## config.mk

```make
export PLATFORM = sky130hd
export DESIGN_NAME = assp_top
export DESIGN_NICKNAME = d
export VERILOG_FILES = /design/src/hdl/assp_pkg.sv /design/src/hdl/assp_top.sv
export SDC_FILE = /design/constraint.sdc
export NUM_CORES = 1
export LEC_CHECK = 0
export BUFFER_PORTS_ARGS = -buffer_cell sky130_fd_sc_hd__buf_2
export CORE_MARGIN = 2
export CORE_UTILIZATION = 42
export DETAILED_ROUTE_END_ITERATION = 16
export GPL_TIMING_DRIVEN = 0
export MAX_ROUTING_LAYER = met4
export PLACE_DENSITY_LB_ADDON = 0.15
export SETUP_SLACK_MARGIN = 0.5
export SYNTH_ARGS = -nofsm -noshare
export SYNTH_HDL_FRONTEND = slang
export SYNTH_SLANG_ARGS = --single-unit
```

## constraint.sdc

```tcl
create_clock -name SYS_CLK_I -period 7.9 [get_ports SYS_CLK_I]
set_input_delay 1.58 -clock SYS_CLK_I [delete_from_list [all_inputs] [get_ports SYS_CLK_I]]
set_output_delay 1.58 -clock SYS_CLK_I [all_outputs]
set_load 0.05 [all_outputs]
```

## src/hdl/assp_pkg.sv

```systemverilog
package assp_pkg;

   localparam int unsigned ADDR_W = 8;
   localparam int unsigned DATA_W = 32;

   // ==========================================================
   // register offsets
   localparam logic [7:0] OFS_CTRL = 8'h00;
   localparam logic [7:0] OFS_BAUD = 8'h04;
   localparam logic [7:0] OFS_TXBUF = 8'h08;
   localparam logic [7:0] OFS_RXBUF = 8'h0c;
   localparam logic [7:0] OFS_STATUS = 8'h10;
   localparam logic [7:0] OFS_MASK = 8'h14;

   // ==========================================================
   // control fields
   localparam int unsigned CTRL_W = 8;
   localparam int unsigned CTRL_SYNC = 0;
   localparam int unsigned CTRL_DATA9 = 1;
   localparam int unsigned CTRL_PAR_EN = 2;
   localparam int unsigned CTRL_STOP2 = 3;
   localparam int unsigned CTRL_PAR_ODD = 4;
   localparam int unsigned CTRL_RX_EN = 5;
   localparam int unsigned CTRL_PRESCALE = 6;
   localparam int unsigned CTRL_RUN = 7;
   localparam int unsigned CTRL_TX_BUSY = 8;
   localparam int unsigned CTRL_RX_BUSY = 9;
   localparam int unsigned CTRL_TXB_FULL = 10;
   localparam int unsigned CTRL_RXB_FULL = 11;
   localparam logic [7:0] CTRL_RST = 8'h00;

   // ==========================================================
   // status / mask fields
   localparam int unsigned ST_W = 7;
   localparam int unsigned ST_TX = 0;
   localparam int unsigned ST_TXB = 1;
   localparam int unsigned ST_RX = 2;
   localparam int unsigned ST_ERR = 3;
   localparam int unsigned ST_PE = 4;
   localparam int unsigned ST_FE = 5;
   localparam int unsigned ST_OE = 6;
   localparam logic [6:0] MASK_RST = 7'h00;

   // ==========================================================
   // baud generator and bit timing
   localparam int unsigned RELOAD_W = 13;
   localparam logic [12:0] RELOAD_RST = 13'h0000;
   localparam logic [1:0] PRESCALE_BASE = 2'h2;
   localparam logic [3:0] ASYNC_LAST_TICK = 4'hf;
   localparam logic [3:0] SAMPLE_A = 4'h6;
   localparam logic [3:0] SAMPLE_B = 4'h7;
   localparam logic [3:0] SAMPLE_C = 4'h8;
   localparam logic [1:0] SYNC_CLK_LOW = 2'h0;
   localparam logic [1:0] SYNC_CLK_HIGH = 2'h2;
   localparam logic [1:0] SYNC_LAST_TICK = 2'h3;
   localparam logic [3:0] SYNC_BITS = 4'h8;

   typedef struct packed {
      logic [ADDR_W-1:0] addr;
      logic [DATA_W-1:0] wdata;
      logic wr;
      logic rd;
   } assp_req_t;

   typedef struct packed {
      logic tx_done;
      logic tx_buffer;
      logic rx_done;
      logic rx_error;
   } assp_irq_t;

   typedef enum logic [2:0] {
      TX_IDLE = 3'b001,
      TX_ASYNC = 3'b010,
      TX_SYNC = 3'b100
   } assp_tx_state_t;

   typedef enum logic [2:0] {
      RX_IDLE = 3'b001,
      RX_START = 3'b010,
      RX_DATA = 3'b100
   } assp_rx_state_t;

endpackage

```

## src/hdl/assp_top.sv

```systemverilog
`timescale 1ns/1ps
`default_nettype none
module assp_top (
   input wire logic SYS_CLK_I,
   input wire logic ARST_N_I,
   input wire assp_pkg::assp_req_t REG_REQ_I,
   output logic [assp_pkg::DATA_W-1:0] REG_RDATA_O,
   input wire logic RXD_I,
   output logic RXD_O,
   output logic RXD_OE_N_O,
   output logic TXD_O,
   output assp_pkg::assp_irq_t IRQ_O,
   output logic INT_O
);
   import assp_pkg::*;

   typedef struct packed {
      logic [CTRL_W-1:0] ctrl;
      logic [RELOAD_W-1:0] reload;
      logic [8:0] txbuf;
      logic txbuf_full;
      logic [8:0] rxbuf;
      logic rx_full;
      logic [ST_W-1:0] sts;
      logic [ST_W-1:0] msk;
      logic [DATA_W-1:0] rdata;
      logic [1:0] pre_cnt;
      logic [RELOAD_W-1:0] brg_cnt;
      logic rxd_meta;
      logic rxd_s;
      assp_tx_state_t tx_state;
      logic [12:0] tx_sh;
      logic [3:0] tx_bits;
      logic [3:0] tx_tick;
      logic sync_rx;
      logic txd;
      logic data_out;
      logic data_oe_n;
      assp_rx_state_t rx_state;
      logic [11:0] rx_sh;
      logic [3:0] rx_bits;
      logic [3:0] rx_tick;
      logic [2:0] rx_smp;
   } assp_state_t;

   assp_state_t s_q;
   assp_state_t s_d;

   logic rst_meta_q;
   logic rst_n_q;

   // ==========================================================
   // reset release
   // released on a clock edge so that every flop leaves reset on the same cycle
   always_ff @(posedge SYS_CLK_I or negedge ARST_N_I) begin
      if (!ARST_N_I) begin
         rst_meta_q <= 1'b0;
         rst_n_q <= 1'b0;
      end else begin
         rst_meta_q <= 1'b1;
         rst_n_q <= rst_meta_q;
      end
   end

   // ==========================================================
   // next state
   always_comb begin
      logic [ST_W-1:0] ev;
      logic [ST_W-1:0] clr;
      logic tick;
      logic [3:0] nb;
      logic [3:0] tot;
      logic [3:0] rx_last;
      logic [12:0] frame;
      logic par;
      logic pbit;
      logic maj;
      logic pe;
      logic fe;
      logic [8:0] rx_data;
      logic [1:0] pre_last;

      s_d = s_q;
      ev = '0;
      clr = '0;
      tick = 1'b0;
      frame = '1;
      pe = 1'b0;
      fe = 1'b0;

      par = s_q.ctrl[CTRL_PAR_EN];
      nb = s_q.ctrl[CTRL_DATA9] ? 4'h9 : 4'h8;
      tot = 4'h1 + nb + {3'h0, par} + (s_q.ctrl[CTRL_STOP2] ? 4'h2 : 4'h1);
      rx_last = nb + {3'h0, par};
      pbit = ^s_q.txbuf[7:0] ^ (s_q.ctrl[CTRL_DATA9] & s_q.txbuf[8]) ^ s_q.ctrl[CTRL_PAR_ODD];
      maj = (s_q.rx_smp[0] & s_q.rx_smp[1]) | (s_q.rx_smp[0] & s_q.rx_smp[2])
         | (s_q.rx_smp[1] & s_q.rx_smp[2]);
      rx_data = s_q.ctrl[CTRL_DATA9] ? s_q.rx_sh[8:0] : {1'b0, s_q.rx_sh[7:0]};
      pre_last = PRESCALE_BASE - 2'h1 + {1'b0, s_q.ctrl[CTRL_PRESCALE]};

      // the line is asynchronous to this clock: two flops before any logic reads it
      s_d.rxd_meta = RXD_I;
      s_d.rxd_s = s_q.rxd_meta;

      // ==========================================================
      // dedicated baud generator: prescaler of 2 or 3, then reload down-counter
      // a new reload takes effect at the next wrap, so a rate change never cuts a tick short
      if (!s_q.ctrl[CTRL_RUN]) begin
         s_d.pre_cnt = 2'h0;
         s_d.brg_cnt = s_q.reload;
      end else if (s_q.pre_cnt == pre_last) begin
         s_d.pre_cnt = 2'h0;
         if (s_q.brg_cnt == '0) begin
            tick = 1'b1;
            s_d.brg_cnt = s_q.reload;
         end else begin
            s_d.brg_cnt = s_q.brg_cnt - 1'b1;
         end
      end else begin
         s_d.pre_cnt = s_q.pre_cnt + 2'h1;
      end

      // ==========================================================
      // transmitter, also the synchronous shift engine
      case (s_q.tx_state)
         TX_IDLE: begin
            if (s_q.ctrl[CTRL_RUN] && !s_q.ctrl[CTRL_SYNC] && s_q.txbuf_full) begin
               frame[0] = 1'b0;
               for (int i = 0; i < 9; i++) begin
                  if (4'(i) < nb) begin
                     frame[i+1] = s_q.txbuf[i];
                  end
               end
               if (par) begin
                  frame[nb+4'h1] = pbit;
               end

               s_d.tx_sh = frame;
               s_d.tx_bits = tot - 4'h1;
               s_d.tx_tick = 4'h0;
               s_d.txd = 1'b0;
               s_d.txbuf_full = 1'b0;
               ev[ST_TXB] = 1'b1;
               s_d.tx_state = TX_ASYNC;
               // in sync mode a waiting word is sent before any receive is started
            end else if (s_q.ctrl[CTRL_RUN] && s_q.ctrl[CTRL_SYNC] && s_q.txbuf_full) begin
               s_d.tx_sh = {5'h1f, s_q.txbuf[7:0]};
               s_d.tx_bits = SYNC_BITS - 4'h1;
               s_d.tx_tick = 4'h0;
               s_d.sync_rx = 1'b0;
               s_d.data_out = s_q.txbuf[0];
               s_d.data_oe_n = 1'b0;
               s_d.txbuf_full = 1'b0;
               ev[ST_TXB] = 1'b1;
               s_d.tx_state = TX_SYNC;
               // no word waiting: clock in one byte only if software asked for it
            end else if (s_q.ctrl[CTRL_RUN] && s_q.ctrl[CTRL_SYNC] && s_q.ctrl[CTRL_RX_EN]) begin
               s_d.tx_bits = SYNC_BITS - 4'h1;
               s_d.tx_tick = 4'h0;
               s_d.sync_rx = 1'b1;
               s_d.data_oe_n = 1'b1;
               s_d.tx_state = TX_SYNC;
            end
         end

         TX_ASYNC: begin
            if (tick) begin
               s_d.tx_tick = s_q.tx_tick + 4'h1;
               if (s_q.tx_tick == ASYNC_LAST_TICK) begin
                  if (s_q.tx_bits == 4'h0) begin
                     s_d.txd = 1'b1;
                     ev[ST_TX] = 1'b1;
                     s_d.tx_state = TX_IDLE;
                  end else begin
                     s_d.tx_sh = {1'b1, s_q.tx_sh[12:1]};
                     s_d.txd = s_q.tx_sh[1];
                     s_d.tx_bits = s_q.tx_bits - 4'h1;
                  end
               end
            end
         end

         TX_SYNC: begin
            // half duplex: direction is fixed for the whole byte
            if (tick) begin
               s_d.tx_tick = {2'h0, s_q.tx_tick[1:0] + 2'h1};
               case (s_q.tx_tick[1:0])
                  SYNC_CLK_LOW: begin
                     s_d.txd = 1'b0;
                  end

                  SYNC_CLK_HIGH: begin
                     s_d.txd = 1'b1;
                     if (s_q.sync_rx) begin
                        s_d.rx_sh[SYNC_BITS - 4'h1 - s_q.tx_bits] = s_q.rxd_s;
                     end
                  end

                  SYNC_LAST_TICK: begin
                     if (s_q.tx_bits == 4'h0) begin
                        s_d.data_oe_n = 1'b1;
                        s_d.data_out = 1'b1;
                        s_d.tx_state = TX_IDLE;
                        if (s_q.sync_rx) begin
                           s_d.rxbuf = {1'b0, s_d.rx_sh[7:0]};
                           ev[ST_RX] = 1'b1;
                           if (s_q.rx_full) begin
                              ev[ST_OE] = 1'b1;
                              ev[ST_ERR] = 1'b1;
                           end
                           s_d.rx_full = 1'b1;
                           s_d.ctrl[CTRL_RX_EN] = 1'b0;
                        end else begin
                           ev[ST_TX] = 1'b1;
                        end
                     end else begin
                        s_d.tx_sh = {1'b1, s_q.tx_sh[12:1]};
                        s_d.data_out = s_q.tx_sh[1];
                        s_d.tx_bits = s_q.tx_bits - 4'h1;
                     end
                  end

                  default: begin
                     s_d.txd = s_q.txd;
                  end
               endcase
            end
         end

         default: begin
            s_d.tx_state = TX_IDLE;
         end
      endcase

      // ==========================================================
      // asynchronous receiver, independent of the transmitter
      case (s_q.rx_state)
         RX_IDLE: begin
            if (s_q.ctrl[CTRL_RUN] && !s_q.ctrl[CTRL_SYNC] && s_q.ctrl[CTRL_RX_EN] && !s_q.rxd_s) begin
               s_d.rx_tick = 4'h0;
               s_d.rx_bits = 4'h0;
               s_d.rx_state = RX_START;
            end
         end

         RX_START, RX_DATA: begin
            if (tick) begin
               s_d.rx_tick = s_q.rx_tick + 4'h1;
               if (s_q.rx_tick == SAMPLE_A || s_q.rx_tick == SAMPLE_B || s_q.rx_tick == SAMPLE_C) begin
                  s_d.rx_smp = {s_q.rx_smp[1:0], s_q.rxd_s};
               end

               if (s_q.rx_tick == ASYNC_LAST_TICK) begin
                  if (s_q.rx_state == RX_START) begin
                     // a start bit that does not hold low is taken as a glitch
                     s_d.rx_state = maj ? RX_IDLE : RX_DATA;
                     // only the first stop bit is checked; a second one is left unsampled
                  end else if (s_q.rx_bits == rx_last) begin
                     fe = !maj;
                     if (par) begin
                        pe = (^rx_data) ^ s_q.ctrl[CTRL_PAR_ODD] ^ s_q.rx_sh[nb];
                     end

                     s_d.rxbuf = rx_data;
                     ev[ST_RX] = 1'b1;
                     ev[ST_PE] = pe;
                     ev[ST_FE] = fe;
                     ev[ST_OE] = s_q.rx_full;
                     ev[ST_ERR] = pe | fe | s_q.rx_full;

                     s_d.rx_full = 1'b1;
                     s_d.rx_state = RX_IDLE;
                  end else begin
                     s_d.rx_sh[s_q.rx_bits] = maj;
                     s_d.rx_bits = s_q.rx_bits + 4'h1;
                  end
               end
            end

            // stopping the generator or leaving async mode drops a frame in flight
            if (!s_q.ctrl[CTRL_RUN] || s_q.ctrl[CTRL_SYNC]) begin
               s_d.rx_state = RX_IDLE;
            end
         end

         default: begin
            s_d.rx_state = RX_IDLE;
         end
      endcase

      // ==========================================================
      // register port: writes come after the engines so a new word is kept
      s_d.rdata = '0;

      if (REG_REQ_I.wr) begin
         case (REG_REQ_I.addr)
            OFS_CTRL: s_d.ctrl = REG_REQ_I.wdata[CTRL_W-1:0];
            OFS_BAUD: s_d.reload = REG_REQ_I.wdata[RELOAD_W-1:0];
            OFS_TXBUF: begin
               s_d.txbuf = REG_REQ_I.wdata[8:0];
               s_d.txbuf_full = 1'b1;
            end
            OFS_STATUS: clr = REG_REQ_I.wdata[ST_W-1:0];
            OFS_MASK: s_d.msk = REG_REQ_I.wdata[ST_W-1:0];
            default: s_d.rdata = '0;
         endcase
      end

      if (REG_REQ_I.rd) begin
         case (REG_REQ_I.addr)
            OFS_CTRL: begin
               s_d.rdata[CTRL_W-1:0] = s_q.ctrl;
               s_d.rdata[CTRL_TX_BUSY] = (s_q.tx_state != TX_IDLE);
               s_d.rdata[CTRL_RX_BUSY] = (s_q.rx_state != RX_IDLE);
               s_d.rdata[CTRL_TXB_FULL] = s_q.txbuf_full;
               s_d.rdata[CTRL_RXB_FULL] = s_q.rx_full;
            end
            OFS_BAUD: s_d.rdata[RELOAD_W-1:0] = s_q.reload;
            OFS_TXBUF: s_d.rdata[8:0] = s_q.txbuf;
            OFS_RXBUF: begin
               s_d.rdata[8:0] = s_q.rxbuf;
               // a new word finished in this cycle keeps its full flag
               s_d.rx_full = ev[ST_RX];
            end
            OFS_STATUS: s_d.rdata[ST_W-1:0] = s_q.sts;
            OFS_MASK: s_d.rdata[ST_W-1:0] = s_q.msk;
            default: s_d.rdata = '0;
         endcase
      end

      // event beats a clear in the same cycle
      s_d.sts = (s_q.sts & ~clr) | ev;
   end

   // ==========================================================
   // state register
   always_ff @(posedge SYS_CLK_I or negedge rst_n_q) begin
      if (!rst_n_q) begin
         s_q <= '0;
         s_q.ctrl <= CTRL_RST;
         s_q.reload <= RELOAD_RST;
         s_q.msk <= MASK_RST;
         s_q.rxd_meta <= 1'b1;
         s_q.rxd_s <= 1'b1;
         s_q.tx_state <= TX_IDLE;
         s_q.rx_state <= RX_IDLE;
         s_q.tx_sh <= '1;
         // pins idle high in reset so the far side sees no false start bit
         s_q.txd <= 1'b1;
         s_q.data_out <= 1'b1;
         s_q.data_oe_n <= 1'b1;
      end else begin
         s_q <= s_d;
      end
   end

   // ==========================================================
   // outputs
   assign REG_RDATA_O = s_q.rdata;
   assign TXD_O = s_q.txd;
   assign RXD_O = s_q.data_out;
   assign RXD_OE_N_O = s_q.data_oe_n;

   assign IRQ_O.tx_done = s_q.sts[ST_TX] & s_q.msk[ST_TX];
   assign IRQ_O.tx_buffer = s_q.sts[ST_TXB] & s_q.msk[ST_TXB];
   assign IRQ_O.rx_done = s_q.sts[ST_RX] & s_q.msk[ST_RX];
   assign IRQ_O.rx_error = |(s_q.sts[ST_OE:ST_ERR] & s_q.msk[ST_OE:ST_ERR]);

   assign INT_O = |(s_q.sts & s_q.msk);

endmodule
`default_nettype wire

```

**Yosys cells after proc, flatten, opt, wreduce, memory -nomap -nowiden**

Index checks and enable logic that the tools add are counted.

- Register bits after elaboration: 160
- Input bits: 45

- Bitwise operators: 21
- Mux-type cells: 160
- Eq/ne operators: 43
- Add/subtract/negate cells: 14
- Reduce and logical (&&, ||, !) cells: 50
- $lt $le $gt $ge: 16

Operator list:

| kind | number |
|---|---|
| 10-bit two-way mux | 11 |
| 1-bit two-way mux | 75 |
| 24-bit two-way mux | 3 |
| 13-bit two-way mux | 5 |
| 21-bit one-hot mux with 3 select lines | 1 |
| 12-bit two-way mux | 5 |
| 7-bit one-hot mux with 6 select lines | 1 |
| 20-bit two-way mux | 2 |
| 19-bit two-way mux | 2 |
| 16-bit two-way mux | 2 |
| 32-bit two-way mux | 1 |
| 3-bit two-way mux | 10 |
| 6-bit AND reduction | 5 |
| 29-bit two-way mux | 1 |
| 9-bit two-way mux | 3 |
| 26-bit two-way mux | 1 |
| 5-bit two-way mux | 5 |
| 12-bit bitwise mux | 2 |
| 2-bit != test (second input constant) | 12 |
| 4-bit by 5-bit less-than comparator with 1-bit output (second input constant) | 4 |
| 2-bit two-way mux | 9 |
| 3-bit one-hot mux with 3 select lines | 2 |
| 17-bit two-way mux | 1 |
| 4-bit by 1-bit adder with 4-bit output (second input constant) | 4 |
| 68 further kinds | 137 |

**Depth between registers and ports, before layout**

Gate-level depths: netlist of run 1.

- Word-level depth: 19
- Mapped depth: 10
- Gate-level depth less buffers: 10

**Least setup slack after synthesis of run 1**

No wires, ideal clock.

- Path type: input to register
- Start: in REG_REQ_I[34] in the netlist's numbering
- End: reg s_q[128] in the netlist's numbering
- Buffers on the path: 1
- Library setup time: 0.125 ns
- Stages: 6
- Data arrival time: 3.327 ns
- Setup slack: 4.448 ns
- Path through: or4_1 -> nor3_1 -> and3b_1 -> buf_2 -> nand2_1 -> mux2_2

- Word-level cells in the longest chain between the ends: 2

RTL lines:

| what | RTL line | RTL |
|---|---|---|
| start: declaration | assp_top.sv:6 | `input wire assp_pkg::assp_req_t REG_REQ_I,` |
| 8-bit by 4-bit equality test with 1-bit output | assp_top.sv:296 | `case (REG_REQ_I.addr)` |
| 2-bit AND reduction (no source line) | -- |  |
| end: declaration | assp_top.sv:46 | `assp_state_t s_q;` |

Every way passes these cells.
A chain may end at the register's enable or synchronous reset.

==> out/results.ini, run 1 <==
[detailed_routing]
drc_errors = 0
drtIter0Drc = 559
wl_per_cell_um = 19.3
viasPerCell = 5.68
drt_first_pass_iters = 6
drt.antenna.violating_nets = 0
vias = 6486
routed_wl_um = 22000

[die]
die_h_um = 143
start_util_pct = 43.0
ios = 85
core.rowCount = 50
die_w_um = 143
die_area_mm2 = 0.0203
core_mm2 = 0.0188

[yosys]
synth.distinct_cells = 78
synthFlopType = dfrtp_1
synthMuxAreaShare_pct = 9.21
synth_edf_count = 0
synth_area_leaders = dfrtp_1, dfstp_2, mux2_2
ys_ff_latch = 138
synth_most_common_cell = dfrtp_1
ys_seq_area_share_pct = 43.1
synthAdderAreaFrac_pct = 3.78
synth.avg_cell_area_um2 = 9.96
ys.warnings.count = 0
yosys.area.top_type = dfrtp_1
synth_simple_gate_area_share_pct = 17.9
synth-xor-area-share_pct = 3.12
synth_common_cells = dfrtp_1, nand2_1, o21ai_0
synth.top_cell.area_share_pct = 36.9
synth_top_family_by_area = simple AND/OR/NAND/NOR gates
synth_cells = 810
async_reset_ff_share_pct = 100
syn_area_mm2 = 0.00807
synth_compound_area_share_pct = 15.9

[place]
hpwl_um = 16400
port_buffers = 45
place_area_mm2 = 0.00871
gp_congestion = 0.944
place_inst = 1109

[worst_hold_path]
min_path_type = flop to async pin

[power_and_ir_drop]
switching_share_pct = 31.6
p_int_uw = 1410
power_frac_seq_pct = 41.6
p_switching_uw = 652
combPwrFrac_pct = 20.7
leakage_uw = 0.00432
pwr-share-clk_pct = 37.7
irDropWorstVdd_uv = 160
power.density_mw_per_mm2 = 222

[global_routing]
overflow = 0
grt_first_pass_wirelength_um = 34800
antenna_found_initial = 0
grt_usage_pct = 23.2
grt_max_degree = 60
grt_pass1_vias = 6102

[layout]
fillerInstances = 1768
area_delta_synth_final_pct = 15.0
multiInputGateArea_mm2 = 0.00410
antennaDiodeCount = 0
regArea_mm2 = 0.00348
drive_above_1_share_pct = 22.8
stdcell_area_mm2 = 0.00928
layout.cells.non_filler = 1141
fin_nets = 962

[clock_tree]
clock-root-buffer = clkbuf_16
cts_tree = done
clock_sinks = 138
cts_setup_buffers = 0
cts.path.max_buffers = 2
cts_hold_buf = 0
clk_latency_ns = 0.43
cts_buffers = 17
cts.repair.resized = 0
cts.clk_slew.worst_paths_ns = 0.06
htreeDepth = 4

[sta]
clock_skew_ns = 0.00875
finalSetupTns_ns = 0
fin_crit_ns = 3.51
maxSlewHeadroom_pct = 43.3
grt_setup_unrepaired = false
tightest_slew_ns = 0.849
drv_slew = 0
hold_viol_final = 0
post-route-period-util_pct = 44.4
setup_viol_count_final = 0
fmax_ghz = 0.285

[setup_path]
arrival_ns = 3.77
crit_top_cell = or3_1
cp.required_ns = 8.17
crit_path_end_kind = flop
cp_slowest_cell = or4_1
r2r_cells = 7
cpPeakStageDelay_ns = 0.61
crit_path_cell_trace = buf_2 -> or4_1 -> or3_1 -> or3_1 -> o21ai_0 -> o31ai_1
worstSetupPathType = input port to flop
startpoint_type = input port
worstPathMaxFanout = 5

[flow_run]
cap_violations = 0

[outcome]
status = finished clean

## power groups by stage
stage | clock network (µW) | registers [µW] | logic (µW)
after detailed placement | 0 | 867 | 422
after global placement | 0 | 880 | 405
after global routing | 819 | 865 | 472
after CTS | 789 | 856 | 423
after floorplan | 0 | 852 | 314
final | 777 | 857 | 426
## worst max-delay path, delay by kind of cell
kind	cells	cell delay, ns
AO/OA/AOI/OAI	2	0.60
buffers and inverters	1	0.09
AND/OR/NAND/NOR	3	1.49
## cell type report
type,instances,area share (%)
clock buffer,23,5.15
clock inverter,9,0.971
sequential,138,37.5
timing repair buffer,47,3.02
buffer,75,4.68
inverter,32,1.29
tap,234,3.16
multi-input combinational,583,44.2
## registers in the layout, indices dropped and copies added, names as in the netlist
name,count
s_q,119
RXD_OE_N_O,1
s_d,1
RXD_O,1
REG_RDATA_O,13
TXD_O,1
rst_meta_q,1
rst_n_q,1
## per-stage QoR
| stage | utilization [%] | hold slack, ns | power [µW] | setup WS [ns] |
|---|---|---|---|---|
| 2_1_floorplan | - | 0.331 | 1170 | 3.80 |
| 4_1_cts | 49.4 | 0.246 | 2070 | 4.43 |
| 6_report | 49.4 | 0.234 | 2060 | 4.39 |
| 5_1_grt | 49.4 | 0.258 | 2160 | 4.31 |
| 3_5_place_dp | 46.4 | 0.242 | 1290 | 4.00 |
| 3_3_place_gp | 46.1 | 0.335 | 1280 | 1.96 |
## worst paths after layout
kind                               start  endpoint  slack, ns
setup / recovery           REG_REQ_I[34]  s_q[110]       4.39
hold / removal                   rst_n_q   s_q[58]       0.23
setup reg to reg                 s_q[56]     TXD_O       4.96
hold reg to reg                  rst_n_q   s_q[58]       0.23
max in group asynchronous       ARST_N_I   rst_n_q       6.88
min in group SYS_CLK_I        rst_meta_q   rst_n_q       0.35
## placed cells by master (no fill, tap or decap), types with 9 or more instances in the layout
cell type    n
buf_4       32
nor2_1      36
mux2i_1     21
dfstp_2     19
nand2_1     76
clkbuf_1    34
nand3_1     29
inv_1       32
clkbuf_16   17
mux2_2      32
o21ai_0     41
o22a_1      11
nor4_1       9
conb_1      20
a31oi_1     18
ha_1        22
and3_1      13
or3_1        9
a21oi_1     27
xnor2_1     14
nor3_1      22
buf_2       53
a22oi_1     20
dfrtp_1    118
nor3b_1     11
## per-layer routing
| metal | part of all wire, % | global-route usage, % | vias to the layer above |
|---|---|---|---|
| met3 | 5.1 | 4.31 | 36 |
| met1 | 47 | 31.9 | 3190 |
| met2 | 46 | 35.6 | 191 |
| met4 | 1.5 | 5.58 | 0 |
| li1 | - | - | 3069 |
| met5 | 0 | - | - |
## logic make-up after synthesis
group | after synthesis
fa+ha+maj | 24
compound gates | 186
other cells | 2
simple gates | 263
xor+xnor | 24
buf+inv | 107
flops | 138
mux | 66
No activity file was read; power rests on OpenSTA's default activity.
==> run 2: changes to the inputs <==
==> constraint.sdc (replaced) <==
create_clock -name SYS_CLK_I -period 2.9 [get_ports SYS_CLK_I]
set_input_delay 0.58 -clock SYS_CLK_I [delete_from_list [all_inputs] [get_ports SYS_CLK_I]]
set_output_delay 0.58 -clock SYS_CLK_I [all_outputs]
set_load 0.05 [all_outputs]
==> run 2 against run 1 <==
  * Total power grew to 2.9 times the previous value
  * Critical path type is now flop to flop
  * Wire length is 4.3% higher
  * Worst hold slack improved by 0.023 ns
  * Sequential share of layout area fell by 2.3 points
  * First-iteration DRC count down 11%
  * Global-route usage rose by 0.49 points
  * Critical endpoint is now s_q[123]
==> out/results.ini, run 2 (synthesis gave the netlist of run 1 again) <==
[clock_tree]
clk_latency_ns = 0.43  ; about the same
cts.clk_slew.worst_paths_ns = 0.06  ; about the same
cts_buffers = 17  ; unchanged
htreeDepth = 4  ; unchanged
clock_sinks = 138  ; unchanged
cts_tree = done
clock-root-buffer = clkbuf_16
cts.path.max_buffers = 2  ; unchanged

[setup_path]
cp_slowest_cell = or4_4
crit_start = s_q[66]
startpoint_type = flop
crit_end = s_q[123]
crit_path_cell_trace = or4_4 -> a211o_1 -> buf_8 -> nor3_4 -> a31oi_4 -> buf_6 -> mux2_4
crit_path_end_kind = flop
arrival_ns = 2.77  ; -1.00 ns
critPathTopFamily = simple AND/OR/NAND/NOR gates
r2r_slack_ns = 0.43  ; -4.53 ns
r2r-end = s_q[123]
cpPeakStageDelay_ns = 0.60  ; about the same
cp.required_ns = 3.21  ; -4.96 ns
r2r_cells = 7  ; unchanged
crit_buf_inv = 2  ; +1
worstPathMaxFanout = 9  ; +4
timing.rr.start = s_q[66]
crit_cells = 7  ; +1
worstSetupPathType = flop to flop

[sta]
hold_viol_final = 0  ; unchanged
tightest_slew_ns = 0.639  ; -0.210 ns
setup_viol_count_final = 0  ; unchanged
clock_skew_ns = 0.00842  ; -0.000328 ns
setup_slack_ns = 0.432  ; -3.96 ns
fin_crit_ns = 2.47
post-route-period-util_pct = 85.1
finalSetupTns_ns = 0  ; unchanged
maxSlewHeadroom_pct = 56.9  ; +14 points
fmax_ghz = 0.405
drv_slew = 0  ; unchanged
grt_setup_unrepaired = true

[layout]
layout_common_cells = dfrtp_1, nand2_1, buf_4, buf_2, o21ai_0
antennaDiodeCount = 0  ; unchanged
area_delta_synth_final_pct = 22.9
fin_nets = 995  ; +3.4%
regMostFlops = s_q
layout.cells.non_filler = 1174  ; +2.9%
fillerInstances = 1722  ; -2.6%
stdcell_area_mm2 = 0.00991  ; +6.8%
largest_reg_flops = 119  ; unchanged
drive_above_1_share_pct = 30.2  ; +7.4 points
final_common_cell = dfrtp_1

[outcome]
status = finished clean

[die]
die_h_um = 143  ; unchanged
core.rowCount = 50  ; unchanged
die_w_um = 143  ; unchanged
die_area_mm2 = 0.0203  ; unchanged
ios = 85  ; unchanged
core_mm2 = 0.0188  ; unchanged
start_util_pct = 43.0  ; unchanged

[place]
hpwl_um = 16500  ; +0.59%
gp_congestion = 0.917  ; -2.9%
post-place-ws_ns = -0.0718  ; -4.07 ns
place_area_mm2 = 0.00873  ; +0.23%
place_inst = 1109  ; unchanged
port_buffers = 45  ; unchanged

[detailed_routing]
drt_first_pass_iters = 5  ; -1
drt.antenna.violating_nets = 0  ; unchanged
vias = 6641  ; +2.4%
routed_wl_um = 23000  ; +4.3%
wl_per_cell_um = 19.6  ; +1.4%
drc_errors = 0  ; unchanged
viasPerCell = 5.66  ; -0.49%
drtIter0Drc = 495  ; -11%

[flow_run]
cap_violations = 0  ; unchanged

[power_and_ir_drop]
p_int_uw = 4090  ; +190%
switching_share_pct = 31.6  ; about the same
combPwrFrac_pct = 22.8  ; +2.1 points
leakage_uw = 0.00469  ; +8.6%
irDropWorstVdd_uv = 413  ; +160%
power_frac_seq_pct = 39.2  ; -2.4 points
power_uw = 5990  ; +190%
pwr-share-clk_pct = 38.0  ; +0.3 points
p_switching_uw = 1890  ; +190%
power.density_mw_per_mm2 = 604  ; +170%

[global_routing]
grt_usage_pct = 23.7  ; +0.49 points
antenna_found_initial = 0  ; unchanged
overflow = 0  ; unchanged
grt_first_pass_wirelength_um = 35600  ; +2.4%
grt_max_degree = 51  ; -15%
grt_pass1_vias = 6375  ; +4.5%

[worst_hold_path]
min_path_type = input port to flop
hp-start = RXD_I

run 2: cell count changes in the layout (fill, tap and decap cells not counted), sizes merged:
cell	before	now
clkbuf	54	48
clkinvlp	5	0
inv	33	36
clkinv	2	5
bufinv	1	3
buf	91	126
dlygate4sd3	0	1
run 2: worst reg2reg max path, delay by kind of cell, from the launching register on:
family | cells | cell delay [ns]
flops | 1 | 0.40
compound gates | 2 | 0.47
buf+inv | 2 | 0.38
simple gates | 2 | 0.82
mux | 1 | 0.29
run 2: final cells by class:
type / instances / area, µm² / share of cell area, %
clock buffers: 20 / 447 / 4.51
plain buffers: 75 / 474 / 4.78
well taps: 234 / 293 / 2.95
repair buffers: 80 / 561 / 5.65
multi-input cells: 583 / 4370 / 44.1
inverters: 32 / 120 / 1.21
flip-flops and latches: 138 / 3490 / 35.2
clock inverters: 12 / 164 / 1.65
run 2: how the worst min path moves through the flow:
stage,endpoint,slack (ns),cells after the start
after floorplan,rst_meta_q,0.28,0
after detailed placement,rst_n_q,0.34,0
after global placement,rst_n_q,0.34,0
after CTS,s_d[54],0.24,1
after global routing,s_d[54],0.23,1
final,s_d[54],0.26,1
run 2: power groups by stage:
stage | Clock, µW | Combinational (µW) | Sequential, µW
floorplan | 0 | 857 | 2320
global placement | 0 | 1110 | 2400
detailed placement | 0 | 1150 | 2370
CTS | 2330 | 1250 | 2340
global route | 2410 | 1490 | 2370
finish | 2280 | 1360 | 2340
run 2: stage by stage:
step           util [%]  hold WS (ns)
2_1_floorplan         -         0.284
3_3_place_gp       46.2         0.335
3_5_place_dp       46.5         0.339
4_1_cts            51.5         0.238
5_1_grt            52.8         0.230
6_report           52.8         0.257
run 2: what timing repair did:
item / 4_1_cts / 5_1_grt
pin swaps: 10 / 15
gates cloned: 1 / 1
hold endpoints to repair: 2 / 0
hold buffers: 1 / 0
gates resized for setup: 35 / 54
buffers inserted: 20 / 10
endpoints found under the setup margin: 74 / 67
run 2: layer usage:
layer / wire length [µm] / GRT usage [%] / vias to the layer above
met2: 10800 / 35.9 / 231
met5: 0 / - / -
li1: - / - / 3137
met1: 10400 / 32.1 / 3234
met3: 1340 / 4.61 / 39
met4: 441 / 7.71 / 0
